--- config.mk ---
export PLATFORM = sky130hd
export DESIGN_NAME = lpd_dev_flat
export DESIGN_NICKNAME = d
export VERILOG_FILES = /design/src/lpd_pkg.sv /design/src/lpd_if.sv /design/src/lpd_dev.sv /design/src/flat_wrapper.sv
export VERILOG_INCLUDE_DIRS = /design/src
export SDC_FILE = /design/constraint.sdc
export NUM_CORES = 1
export LEC_CHECK = 0
export BUFFER_PORTS_ARGS = -buffer_cell sky130_fd_sc_hd__buf_2
export CAP_MARGIN = 20
export CORE_MARGIN = 5
export CORE_UTILIZATION = 56
export CTS_BUF_LIST = sky130_fd_sc_hd__clkbuf_16
export DETAILED_ROUTE_END_ITERATION = 10
export GPL_ROUTABILITY_DRIVEN = 0
export HOLD_SLACK_MARGIN = 0.02
export MAX_ROUTING_LAYER = met4
export PLACE_DENSITY = 0.8
export SLEW_MARGIN = 25
export SYNTH_ARGS = -nofsm -noshare
export SYNTH_HDL_FRONTEND = slang
export SYNTH_SLANG_ARGS = --single-unit
export TNS_END_PERCENT = 100
--- constraint.sdc ---
create_clock -name i_clk_sys -period 3.6 [get_ports i_clk_sys]
set_clock_uncertainty 0.15 [all_clocks]
set_input_delay 0.54 -clock i_clk_sys [delete_from_list [all_inputs] [get_ports i_clk_sys]]
set_output_delay 0.54 -clock i_clk_sys [all_outputs]
set_load 0.01 [all_outputs]
--- src/lpd_map.svh ---
// Command codes, field positions, reset values and timing counts
`ifndef LPD_MAP_SVH
`define LPD_MAP_SVH
`define LPD_CMD_BIAS_PFX 8'hF3
`define LPD_BIAS_SAVE_ON 8'h00
`define LPD_BIAS_SAVE_OFF 8'h04
`define LPD_CMD_BOOST 8'h64
`define LPD_MASK_BOOST 8'hFC
`define LPD_CMD_RRATIO 8'h20
`define LPD_MASK_RRATIO 8'hF8
`define LPD_CMD_CONTRAST 8'h81
`define LPD_CMD_BIAS 8'h50
`define LPD_MASK_BIAS 8'hF8
`define LPD_CMD_COMDIR 8'hC0
`define LPD_MASK_COMDIR 8'hF0
`define LPD_COMDIR_BIT 3
`define LPD_CMD_SEGDIR 8'hA0
`define LPD_MASK_ONEBIT 8'hFE
`define LPD_CMD_OSC_ON 8'hAB
`define LPD_CMD_SLEEP 8'hA8
`define LPD_CMD_WAKE 8'hE1
`define LPD_CMD_SWRESET 8'hE2
`define LPD_CMD_DIRLEN 8'hE8
`define LPD_CMD_NOP 8'hE3
`define LPD_CMD_TEST 8'hF0
`define LPD_MASK_TEST 8'hF0
`define LPD_CMD_FRCPWM 8'h90
`define LPD_MASK_FRCPWM 8'hF8
`define LPD_CMD_GRAY 8'h80
`define LPD_MASK_GRAY 8'hC0
`define LPD_PWM_ILLEGAL 2'h3
`define LPD_PWM_60 2'h2
`define LPD_W45 6'h2D
`define LPD_W60 6'h3C
`define LPD_RST_BOOST 2'h0
`define LPD_RST_RRATIO 3'h0
`define LPD_RST_CONTRAST 6'h20
`define LPD_RST_BIAS 3'h0
`define LPD_BUSY_NS 100
`define LPD_CLK_NS 10
`define LPD_BUSY_CYC ((`LPD_BUSY_NS + `LPD_CLK_NS - 1) / `LPD_CLK_NS)
`endif

--- src/lpd_pkg.sv ---
// Types shared by both ends of the command link
package lpd_pkg;
   typedef enum logic [1:0] {
      LPD_DS_IDLE = 2'b00,
      LPD_DS_PARAM = 2'b01,
      LPD_DS_DATA = 2'b10
   } lpd_dec_state_t;
   typedef enum logic [1:0] {
      LPD_HS_IDLE = 2'b00,
      LPD_HS_SEND = 2'b01,
      LPD_HS_WAIT = 2'b10
   } lpd_host_state_t;
endpackage

--- src/lpd_if.sv ---
// Byte link between host and command decoder
`timescale 1ns/1ps
`default_nettype none
interface lpd_if;
   logic wr_stb;
   logic reg_select;
   logic [7:0] data;
   logic iface_sel0;
   logic iface_sel1;
   logic busy;
   modport dev (input wr_stb, reg_select, data, iface_sel0, iface_sel1,
      output busy);
   modport host (output wr_stb, reg_select, data, iface_sel0, iface_sel1,
      input busy);
endinterface
`default_nettype wire

--- src/lpd_dev.sv ---
// Command decoder of the display controller end
//
// Overview of operation
// - Prefix F3 then 00 enters bias save
// - Prefix F3 then 04 leaves bias save
// - Boost field selects three to six times
// - Resistor field selects gain 2.3 to 7.2
// - Contrast prefix then six-bit level load
// - Bias field selects 1/5 down to 1/12
// - Bit 3 sets common scan direction
// - Bit 0 sets segment mapping direction
// - Oscillator start command enables oscillator
// - Power save bit 1 enters sleep
// - Release command leaves sleep
// - Soft reset restores line, addresses, direction
// - Soft reset keeps power supply settings
// - Length pair only in three-wire mode
// - Length plus one bytes taken as data
// - Host never sends test code
// - Frame modulation bit picks four or three
// - PWM code picks 45 or 60 steps
// - Gray prefix selects level and frame
// - Entry width zero above step count
// - Bytes rejected while busy
//
// Decided for this implementation: the placing of the registers and the plain strobed port.
`timescale 1ns/1ps
`default_nettype none
`include "lpd_map.svh"
module lpd_dev
   import lpd_pkg::*;
(
   input wire logic i_clk_sys,
   input wire logic i_rst_n,
   lpd_if.dev lnk,
   output logic o_bias_save,
   output logic [1:0] o_boost_sel,
   output logic [2:0] o_resistor_ratio,
   output logic [5:0] o_contrast_level,
   output logic [2:0] o_bias_ratio,
   output logic o_common_scan_dir,
   output logic o_seg_reverse,
   output logic o_osc_on,
   output logic o_sleep,
   output logic o_soft_reset,
   output logic o_frame_mod_sel,
   output logic [1:0] o_pulse_steps,
   output logic o_data_stb,
   output logic [7:0] o_data,
   output logic o_gray_we,
   output logic [5:0] o_gray_addr,
   output logic [5:0] o_gray_width
);
   lpd_dec_state_t state_reg;
   logic [7:0] prefix_reg;
   logic [8:0] data_left_reg;
   logic [3:0] busy_cnt_reg;
   logic [5:0] gray_store_reg [0:63];
   logic take;
   logic cmd;
   logic [7:0] b;
   logic three_wire;
   logic [5:0] wmax;
   logic dirlen;
   logic gray_clash;
   logic pfx_byte;

   ////////////////////////////////////////////////////////////////////
   assign b = lnk.data;
   assign three_wire = !lnk.iface_sel0 && !lnk.iface_sel1;
   assign lnk.busy = (busy_cnt_reg != 4'h0);
   // Writes landing during busy are dropped, not queued
   assign take = lnk.wr_stb && !lnk.busy;
   // In data-length mode the register-select line is not consulted
   assign cmd = take && !lnk.reg_select && state_reg != LPD_DS_DATA;
   assign wmax = (o_pulse_steps == `LPD_PWM_60) ? `LPD_W60 : `LPD_W45;
   // Length opener ignores register-select in three-wire mode
   assign dirlen = (b == `LPD_CMD_DIRLEN) && three_wire;
   // Gray prefixes share their range with one-byte codes, which win;
   // otherwise a mode byte would swallow the next command as an entry
   assign gray_clash = ((b & `LPD_MASK_ONEBIT) == `LPD_CMD_SEGDIR) ||
      ((b & `LPD_MASK_ONEBIT) == `LPD_CMD_SLEEP) ||
      (b == `LPD_CMD_OSC_ON) || (b == `LPD_CMD_CONTRAST) ||
      ((b & `LPD_MASK_FRCPWM) == `LPD_CMD_FRCPWM);
   assign pfx_byte = dirlen || (!lnk.reg_select &&
      (b == `LPD_CMD_BIAS_PFX || b == `LPD_CMD_CONTRAST ||
      ((b & `LPD_MASK_GRAY) == `LPD_CMD_GRAY && !gray_clash)));

   always_ff @(posedge i_clk_sys or negedge i_rst_n) begin
      if (!i_rst_n) begin
         busy_cnt_reg <= 4'h0;
      end else if (take) begin
         busy_cnt_reg <= 4'(`LPD_BUSY_CYC);
      end else if (busy_cnt_reg != 4'h0) begin
         busy_cnt_reg <= busy_cnt_reg - 4'h1;
      end
   end

   ////////////////////////////////////////////////////////////////////
   // Sequencer for two-byte commands and the data-length run
   always_ff @(posedge i_clk_sys or negedge i_rst_n) begin
      if (!i_rst_n) begin
         state_reg <= LPD_DS_IDLE;
         prefix_reg <= 8'h00;
         data_left_reg <= 9'h000;
      end else if (take) begin
         unique case (state_reg)
            LPD_DS_IDLE: begin
               if (pfx_byte) begin
                  state_reg <= LPD_DS_PARAM;
                  prefix_reg <= b;
               end
            end
            LPD_DS_PARAM: begin
               // Second byte pairs with the stored prefix
               if (prefix_reg == `LPD_CMD_DIRLEN) begin
                  state_reg <= LPD_DS_DATA;
                  data_left_reg <= {1'b0, b} + 9'h001;
               end else begin
                  state_reg <= LPD_DS_IDLE;
               end
            end
            LPD_DS_DATA: begin
               if (data_left_reg == 9'h001) begin
                  state_reg <= LPD_DS_IDLE;
               end
               data_left_reg <= data_left_reg - 9'h001;
            end
            default: state_reg <= LPD_DS_IDLE;
         endcase
      end
   end

   ////////////////////////////////////////////////////////////////////
   always_ff @(posedge i_clk_sys or negedge i_rst_n) begin
      if (!i_rst_n) begin
         o_data_stb <= 1'b0;
         o_data <= 8'h00;
      end else begin
         o_data_stb <= 1'b0;
         if (take && (state_reg == LPD_DS_DATA ||
             (state_reg == LPD_DS_IDLE && lnk.reg_select && !dirlen))) begin
            o_data_stb <= 1'b1;
            o_data <= b;
         end
      end
   end

   ////////////////////////////////////////////////////////////////////
   // Power settings: cleared only by the reset pin, never by soft reset
   always_ff @(posedge i_clk_sys or negedge i_rst_n) begin
      if (!i_rst_n) begin
         o_bias_save <= 1'b0;
         o_boost_sel <= `LPD_RST_BOOST;
         o_resistor_ratio <= `LPD_RST_RRATIO;
         o_contrast_level <= `LPD_RST_CONTRAST;
         o_bias_ratio <= `LPD_RST_BIAS;
      end else if (cmd && state_reg == LPD_DS_PARAM) begin
         if (prefix_reg == `LPD_CMD_BIAS_PFX && b == `LPD_BIAS_SAVE_ON) begin
            o_bias_save <= 1'b1;
         end else if (prefix_reg == `LPD_CMD_BIAS_PFX &&
                      b == `LPD_BIAS_SAVE_OFF) begin
            o_bias_save <= 1'b0;
         end else if (prefix_reg == `LPD_CMD_CONTRAST) begin
            o_contrast_level <= b[5:0];
         end
      end else if (cmd && state_reg == LPD_DS_IDLE) begin
         if ((b & `LPD_MASK_BOOST) == `LPD_CMD_BOOST) begin
            o_boost_sel <= b[1:0];
         end else if ((b & `LPD_MASK_RRATIO) == `LPD_CMD_RRATIO) begin
            o_resistor_ratio <= b[2:0];
         end else if ((b & `LPD_MASK_BIAS) == `LPD_CMD_BIAS) begin
            o_bias_ratio <= b[2:0];
         end
      end
   end

   ////////////////////////////////////////////////////////////////////
   // Single-byte mode commands; the test code falls through untouched
   always_ff @(posedge i_clk_sys or negedge i_rst_n) begin
      if (!i_rst_n) begin
         o_common_scan_dir <= 1'b0;
         o_seg_reverse <= 1'b0;
         o_osc_on <= 1'b0;
         o_sleep <= 1'b0;
         o_soft_reset <= 1'b0;
         o_frame_mod_sel <= 1'b0;
         o_pulse_steps <= 2'h0;
      end else begin
         o_soft_reset <= 1'b0;
         if (cmd && state_reg == LPD_DS_IDLE) begin
            if ((b & `LPD_MASK_COMDIR) == `LPD_CMD_COMDIR) begin
               o_common_scan_dir <= b[`LPD_COMDIR_BIT];
            end else if ((b & `LPD_MASK_ONEBIT) == `LPD_CMD_SEGDIR) begin
               o_seg_reverse <= b[0];
            end else if (b == `LPD_CMD_OSC_ON) begin
               o_osc_on <= 1'b1;
            end else if ((b & `LPD_MASK_ONEBIT) == `LPD_CMD_SLEEP) begin
               o_sleep <= b[0];
            end else if (b == `LPD_CMD_WAKE) begin
               o_sleep <= 1'b0;
            end else if (b == `LPD_CMD_SWRESET) begin
               // Line, addresses and direction; display memory kept
               o_common_scan_dir <= 1'b0;
               o_soft_reset <= 1'b1;
            end else if ((b & `LPD_MASK_FRCPWM) == `LPD_CMD_FRCPWM) begin
               o_frame_mod_sel <= b[2];
               if (b[1:0] != `LPD_PWM_ILLEGAL) begin
                  o_pulse_steps <= b[1:0];
               end
            end
         end
      end
   end

   ////////////////////////////////////////////////////////////////////
   // Gray table: index is level then frame; out-of-range gives zero width
   always_ff @(posedge i_clk_sys or negedge i_rst_n) begin
      if (!i_rst_n) begin
         o_gray_we <= 1'b0;
         o_gray_addr <= 6'h00;
         o_gray_width <= 6'h00;
      end else begin
         o_gray_we <= 1'b0;
         if (cmd && state_reg == LPD_DS_PARAM &&
             (prefix_reg & `LPD_MASK_GRAY) == `LPD_CMD_GRAY &&
             prefix_reg != `LPD_CMD_CONTRAST) begin
            o_gray_we <= 1'b1;
            o_gray_addr <= prefix_reg[5:0];
            o_gray_width <= (b[5:0] > wmax) ? 6'h00 : b[5:0];
         end
      end
   end

   always_ff @(posedge i_clk_sys) begin
      if (o_gray_we) begin
         gray_store_reg[o_gray_addr] <= o_gray_width;
      end
   end
endmodule
`default_nettype wire

--- src/flat_wrapper.sv ---
// flat-port wrapper written by rule: the top's interface ports become plain ports
module lpd_dev_flat import lpd_pkg::*;
  (i_clk_sys, i_rst_n, o_bias_save, o_boost_sel, o_resistor_ratio, o_contrast_level, o_bias_ratio, o_common_scan_dir, o_seg_reverse, o_osc_on, o_sleep, o_soft_reset, o_frame_mod_sel, o_pulse_steps, o_data_stb, o_data, o_gray_we, o_gray_addr, o_gray_width, lnk_wr_stb, lnk_reg_select, lnk_data, lnk_iface_sel0, lnk_iface_sel1, lnk_busy);
  lpd_if lnk_i ();
  input wire logic i_clk_sys;
  input wire logic i_rst_n;
  output logic o_bias_save;
  output logic [1:0] o_boost_sel;
  output logic [2:0] o_resistor_ratio;
  output logic [5:0] o_contrast_level;
  output logic [2:0] o_bias_ratio;
  output logic o_common_scan_dir;
  output logic o_seg_reverse;
  output logic o_osc_on;
  output logic o_sleep;
  output logic o_soft_reset;
  output logic o_frame_mod_sel;
  output logic [1:0] o_pulse_steps;
  output logic o_data_stb;
  output logic [7:0] o_data;
  output logic o_gray_we;
  output logic [5:0] o_gray_addr;
  output logic [5:0] o_gray_width;
  input wire logic [$bits(lnk_i.wr_stb)-1:0] lnk_wr_stb;
  input wire logic [$bits(lnk_i.reg_select)-1:0] lnk_reg_select;
  input wire logic [$bits(lnk_i.data)-1:0] lnk_data;
  input wire logic [$bits(lnk_i.iface_sel0)-1:0] lnk_iface_sel0;
  input wire logic [$bits(lnk_i.iface_sel1)-1:0] lnk_iface_sel1;
  output wire logic [$bits(lnk_i.busy)-1:0] lnk_busy;
  assign lnk_i.wr_stb = lnk_wr_stb;
  assign lnk_i.reg_select = lnk_reg_select;
  assign lnk_i.data = lnk_data;
  assign lnk_i.iface_sel0 = lnk_iface_sel0;
  assign lnk_i.iface_sel1 = lnk_iface_sel1;
  assign lnk_busy = lnk_i.busy;
  lpd_dev u_core (.i_clk_sys(i_clk_sys), .i_rst_n(i_rst_n), .lnk(lnk_i), .o_bias_save(o_bias_save), .o_boost_sel(o_boost_sel), .o_resistor_ratio(o_resistor_ratio), .o_contrast_level(o_contrast_level), .o_bias_ratio(o_bias_ratio), .o_common_scan_dir(o_common_scan_dir), .o_seg_reverse(o_seg_reverse), .o_osc_on(o_osc_on), .o_sleep(o_sleep), .o_soft_reset(o_soft_reset), .o_frame_mod_sel(o_frame_mod_sel), .o_pulse_steps(o_pulse_steps), .o_data_stb(o_data_stb), .o_data(o_data), .o_gray_we(o_gray_we), .o_gray_addr(o_gray_addr), .o_gray_width(o_gray_width));
endmodule
==> results of run 1 <==
==> synth_stat cells (all sizes together), types with 3 or more instances <==
master	n
nand2b	7
nor2b	4
nor4b	3
nand2	24
nor3b	4
o31ai	3
xnor2	3
mux2	32
a22o	5
nand4	5
o21ai	25
o22a	3
nor3	11
nor4	9
ha	9
dfrtp	67
nand3	8
inv	10
a21oi	15
a32o	3
nor2	16
clkbuf	17
==> power breakdown <==
group | internal, W | total (W) | switching [W]
Combinational | 0.000182 | 0.000388 | 0.000206
Clock | 0.000603 | 0.000928 | 0.000325
Sequential | 0.000876 | 0.000971 | 0.0000952
Total | 0.00166 | 0.00229 | 0.000626
==> cell families after synthesis <==
logic type                 after synthesis  share of synthesized area, %
buffers and inverters                   29                          3.49
xor gates and xnor gates                 5                          1.30
DFF                                     68                          50.6
and+or+nand+nor                        105                          17.4
AOI/OAI and AO/OA                       67                          12.8
muxes                                   32                          11.0
adders and majority gates                9                          3.34
==> worst max path at each step <==
| stage | start | depth (start not counted) | slack, ns | endpoint |
|---|---|---|---|---|
| after global placement | u_core.busy_cnt_reg[0] | 7 | 0.88 | u_core.o_gray_width[3] |
| after global routing | u_core.busy_cnt_reg[0] | 7 | 0.57 | u_core.o_gray_width[2] |
| after detailed placement | u_core.busy_cnt_reg[0] | 7 | 0.76 | u_core.o_gray_width[4] |
| final | u_core.busy_cnt_reg[0] | 7 | 0.75 | u_core.o_gray_width[4] |
| after CTS | u_core.busy_cnt_reg[0] | 7 | 0.74 | u_core.o_gray_width[4] |
| after floorplan | u_core.busy_cnt_reg[0] | 8 | 1.00 | u_core.o_gray_addr[2] |
==> area by class of cell <==
cell class,instances,area [sq um],area share (%)
Sequential cell,68,1700,42.2
Clock inverter,7,92.6,2.30
Clock buffer,9,225,5.58
Tap cell,75,93.8,2.33
Inverter,10,37.5,0.931
Multi-Input combinational cell,218,1550,38.3
Timing Repair Buffer,64,335,8.31
==> stage by stage <==
step           power, W  cells
2_1_floorplan   0.00120    315
3_3_place_gp    0.00135    435
3_5_place_dp    0.00137    435
4_1_cts         0.00230    451
5_1_grt         0.00240    451
6_report        0.00229    451
==> routing by layer <==
layer  wire [microns]  up-vias  GRT usage [%]
met5                0        -              -
met4              147        0           10.9
met3              550       14           5.74
met2             3800      106           35.3
met1             3470     1304           30.3
li1                 -     1271              -
==> worst max-delay path, stage by stage (launching register included) <==
cell,delay (ns)
dfrtp_1,0.39
inv_1,0.11
ha_1,0.30
nand4bb_2,0.19
or4b_4,0.53
or3_1,0.63
a21oi_2,0.31
a22o_1,0.16
==> run_results.csv, run 1 <==
group,metric,value,unit
layout,n_antenna_cell,0,
die,core_area,5890,sq um
routing,drc,0,
logic_synthesis,synth-seq-cells,68,
pwr,power_density,567,nW/um^2
placement,place_ws,0.764,ns
pwr,leakage,1.96,nW
pwr,vdd_drop_max,0.347,mV
die,die_h,87.5,microns
sta,setup_violations,0,
cts,clock_path_buffers,2,
die,io_pins,60,
cts,post_cts_buffers,0,
grt,grt_overflow,0,
critical_path,start_kind,"register",
cts,htreeDepth,3,
sta,period_minus_slack,2.85,ns
logic_synthesis,ys_seq_area_share,50.6,%
critical_path,reg2reg_from,"u_core.busy_cnt_reg[0]",
die,start_util,57.2,%
logic_synthesis,postSynthAreaPerCell,10.7,sq um
layout,fin_util,68.5,%
critical_path,worst-path-max-fanout,14,
critical_path,critPathArrivalTime,2.97,ns
routing,firstDrtPassIters,4,
cts,cts.sinks,68,
grt,grt_max_degree,42,
flow_run,max-cap-violations,0,
routing,avgRoutedWirePerCell,17.7,microns
cts,cts_buffers,9,
sta,rsz0062_at_grt,"no",
critical_path,cp-end-kind,"register",
sta,fmaxAchievable,351,MHz
sta,worst_pin_slew,0.741,ns
cts,hold_buffers,0,
die,std_cell_rows,28,
placement,io_buffer_count,59,
logic_synthesis,synth_cells,315,
cts,cts_root_buffer,"clkbuf_16",
grt,grt_usage,23.6,%
routing,wirelength,7.96,mm
die,die-area,7660,sq um
die,fp.dieW,87.5,microns
logic_synthesis,synth_cell_types,51,
sta,fin_crit_sh,79.1,%
logic_synthesis,synth.net_count,338,
sta,final_max_slew_viol_count,0,
placement,place_hpwl,5.47,mm
sta,tns,0,ns
logic_synthesis,ys_top_cells_by_area,"dfrtp_1, mux2_2, o21ai_0",
routing,drtIter0Drc,216,
routing,vias,2695,
layout,syn_to_final_growth,19.8,%
sta,whs,0.0348,ns
critical_path,required,3.72,ns
logic_synthesis,synth-main-ff-cell,"dfrtp_1",
grt,grt_pass1_wl,13.3,mm
cts,cts_resized,0,
layout,mostFrequentLayoutCell,"dfrtp_1",
cts,cts_tree,"yes",
layout,n_fill_cell,450,
grt,grt_pass1_vias,2774,
routing,ant_nets,0,
logic_synthesis,synth_area,3370,sq um
cts,clk_pin_slew_worst_paths,0.06,ns
placement,dpl_cell_area,3710,sq um
sta,finalHoldViolCount,0,
grt,antenna_found_initial,0,
layout,largest_register_ffs,9,
worst_hold_path,hold_path.class,"input port to async pin",
layout,layout.nets,394,
outcome,outcome,"completed",
critical_path,r2r-end,"u_core.o_gray_width[4]",
routing,vias_per_cell,5.98,
cts,clock_latency,0.33,ns
sta,fin_ws,0.752,ns
logic_synthesis,synth-edff-count,0,
layout,design_area,4030,sq um
logic_synthesis,synth_top_area_cell,"dfrtp_1",
critical_path,critPathKind,"register to register",
critical_path,ff2ff_path_depth,7,
sta,slew_headroom,50.1,%
layout,final_cell_mix,"dfrtp_1, buf_2, mux2_2",
logic_synthesis,async_reset_ff_share,100,%
layout,drive_gt1_share,31.1,%
logic_synthesis,ys.warnings.count,0,
logic_synthesis,synth_top_area_share,49.8,%
critical_path,rrSetupSlack,0.75,ns
(Power assumes the default switching activity.)
==> run 2: changes to the inputs <==
Settings changed: ABC_AREA set to 1.
Clock period 3.6 ns to 2.9 ns, I/O delays scaled along.
==> run 2 against run 1 <==
  * Combinational power increased by 66%
  * Final cell count increased by 25%
  * Sequential power increased by 27%
  * Flip-flop and latch count unchanged
  * Non-clock buffer count unchanged
  * Wire length increased by 6.0%
  * Synthesized area increased by 2.1%
  * Highest routed layer unchanged
==> run_results.csv, run 2 <==
group,metric,value,unit
outcome,outcome,"completed",
logic_synthesis,async_reset_ff_share,100,%
sta,fmaxAchievable,473,MHz
logic_synthesis,synth_top_area_cell,"dfrtp_1",
cts,cts_resized,0,
critical_path,path_cells,"inv_1, ha_1, nand2_4, nor2_8, nand3_1, nor3_2, nand3_1, nand2_1",
critical_path,required,3.01,ns
cts,clock_path_buffers,2,
sta,worst_pin_slew,0.534,ns
grt,antenna_found_initial,0,
routing,firstDrtPassIters,6,
layout,largest_register_ffs,9,
pwr,leakage,2.21,nW
worst_hold_path,hold_depth,3,
sta,fin_crit_sh,72.8,%
routing,ant_nets,0,
cts,cts_buffers,9,
sta,finalHoldViolCount,0,
grt,grt_pass1_wl,14.3,mm
die,fp.dieW,88.3,microns
critical_path,worst-path-max-fanout,8,
cts,cts_root_buffer,"clkbuf_16",
layout,fin_util,69.1,%
logic_synthesis,synth.net_count,441,
logic_synthesis,synth_cells,418,
critical_path,critPathArrivalTime,2.23,ns
logic_synthesis,synth-main-ff-cell,"dfrtp_1",
cts,clock_latency,0.33,ns
placement,place_ws,0.511,ns
layout,mostFrequentLayoutCell,"nand2_1",
placement,io_buffer_count,59,
routing,vias,3111,
sta,rsz0062_at_grt,"no",
routing,drc,0,
grt,grt_usage,24.7,%
routing,drtIter0Drc,211,
routing,avgRoutedWirePerCell,14.9,microns
layout,layout.nets,509,
critical_path,cp_slowest_cell,"nor3_2",
grt,grt_pass1_vias,3016,
logic_synthesis,synth_cell_types,36,
layout,fin_cells,566,
logic_synthesis,yosysMostFrequentCell,"nand2_1",
sta,period_minus_slack,2.11,ns
placement,dpl.cell_count,549,
die,start_util,57.7,%
grt,grt_max_degree,32,
cts,htreeDepth,3,
logic_synthesis,synthTopCellsByCount,"nand2_1, dfrtp_1, o21ai_0",
sta,slew_headroom,64.2,%
critical_path,slowest_delay,0.50,ns
logic_synthesis,synth_area,3440,sq um
die,core_area,5960,sq um
critical_path,start_kind,"register",
layout,n_antenna_cell,0,
critical_path,ff2ff_path_depth,8,
die,io_pins,60,
layout,syn_to_final_growth,19.8,%
die,die_h,88.3,microns
pwr,power_density,710,nW/um^2
sta,fin_ws,0.788,ns
logic_synthesis,ys.warnings.count,0,
routing,wirelength,8.44,mm
layout,n_fill_cell,494,
cts,clk_pin_slew_worst_paths,0.06,ns
layout,final_cell_mix,"nand2_1, dfrtp_1, buf_2",
logic_synthesis,ys_top_cells_by_area,"dfrtp_1, nand2_1, o21ai_0",
flow_run,max-cap-violations,0,
logic_synthesis,postSynthAreaPerCell,8.22,sq um
sta,whs,0.265,ns
sta,tns,0,ns
logic_synthesis,synth-edff-count,0,
critical_path,critical_path.most_common_cell,"nand3_1",
logic_synthesis,ys_seq_area_share,49.5,%
grt,grt_overflow,0,
routing,vias_per_cell,5.50,
placement,place_hpwl,6.09,mm
logic_synthesis,synth-seq-cells,68,
die,std_cell_rows,28,
cts,cts.sinks,68,
critical_path,critPathKind,"register to register",
worst_hold_path,hold_path.class,"input port to register",
logic_synthesis,synth_top_area_share,48.8,%
pwr,vdd_drop_max,0.492,mV
cts,cts_tree,"yes",
sta,setup_violations,0,
critical_path,cp-end-kind,"register",
sta,final_max_slew_viol_count,0,
layout,drive_gt1_share,20.0,%
die,die-area,7800,sq um
[run 2: cell count changes after synthesis, moves of 7 or more]
cell	previous run	this run
a21oi_1	14	5
clkbuf_1	17	2
inv_1	10	37
mux2_2	29	0
nand2_1	24	123
nand2b_1	7	0
nand3_1	8	35
nor2_1	16	32
nor4_1	9	1
o21ai_0	24	49
[run 2: final timing paths]
check | start | endpoint | slack (ns)
min | lnk_data[1] | u_core.o_gray_width[1] | 0.27
max in group asynchronous | i_rst_n | u_core.data_left_reg[7] | 1.46
min in group asynchronous | i_rst_n | u_core.o_contrast_level[3] | 0.42
max reg2reg | u_core.busy_cnt_reg[0] | u_core.o_gray_width[5] | 0.79
min reg2reg | u_core.o_gray_width[3] | u_core.o_gray_width[3] | 0.33
max | u_core.busy_cnt_reg[0] | u_core.o_gray_width[5] | 0.79
[run 2: stage by stage]
| stage | total power (W) | cell area [sq um] |
|---|---|---|
| 4_1_cts | 0.00294 | 4120 |
| 3_5_place_dp | 0.00189 | 3820 |
| 3_3_place_gp | 0.00187 | 3820 |
| 5_1_grt | 0.00309 | 4120 |
| 2_1_floorplan | 0.00164 | 3440 |
| 6_report | 0.00292 | 4120 |
[run 2: report_power, final]
group	leakage (nW)	switching [W]	total, W	internal (W)
Sequential	0.895	0.000114	0.00123	0.00112
Combinational	1.17	0.000409	0.000644	0.000234
Clock	0.148	0.000396	0.00105	0.000654
Total	2.21	0.000920	0.00292	0.00200
[run 2: layout make-up]
type                            instances  area [sq um]  share of cell area (%)
Clock buffer                            9           225                    5.47
Clock inverter                          7          60.1                    1.46
Inverter                               42           159                    3.86
Multi-Input combinational cell        301          1540                    37.4
Sequential cell                        68          1700                    41.4
Tap cell                               75          93.8                    2.28
Timing Repair Buffer                   64           335                    8.15
[run 2: timing repair]
action	4_1_cts	5_1_grt
buffers inserted	0	0
hold buffers	1	0
endpoints found under the hold margin	14	0
[run 2: cell families (layout without fill, tap and decap cells)]
kind of cell / after synthesis / in the layout / synth area share [%]
buf+inv: 49 / 122 / 5.64
flops: 68 / 68 / 49.5
simple gates: 220 / 220 / 29.7
xor+xnor: 8 / 8 / 2.04
fa+ha+maj: 9 / 9 / 3.28
compound gates: 64 / 64 / 9.76
[run 2: layer usage]
| metal | up-vias | track usage, % | part of all wire (%) |
|---|---|---|---|
| met3 | 20 | 5.96 | 6.5 |
| met4 | 0 | 9.75 | 2.0 |
| met5 | - | - | 0 |
| met1 | 1470 | 30.9 | 44 |
| met2 | 115 | 38.8 | 47 |
| li1 | 1506 | - | - |
[run 2: worst max-delay path, delay by kind of cell (launching register included)]
kind	cells	cell delay, ns
adder cells (fa/ha/maj)	1	0.27
AND/OR/NAND/NOR	6	1.17
flip-flops	1	0.36
buffers and inverters	1	0.10
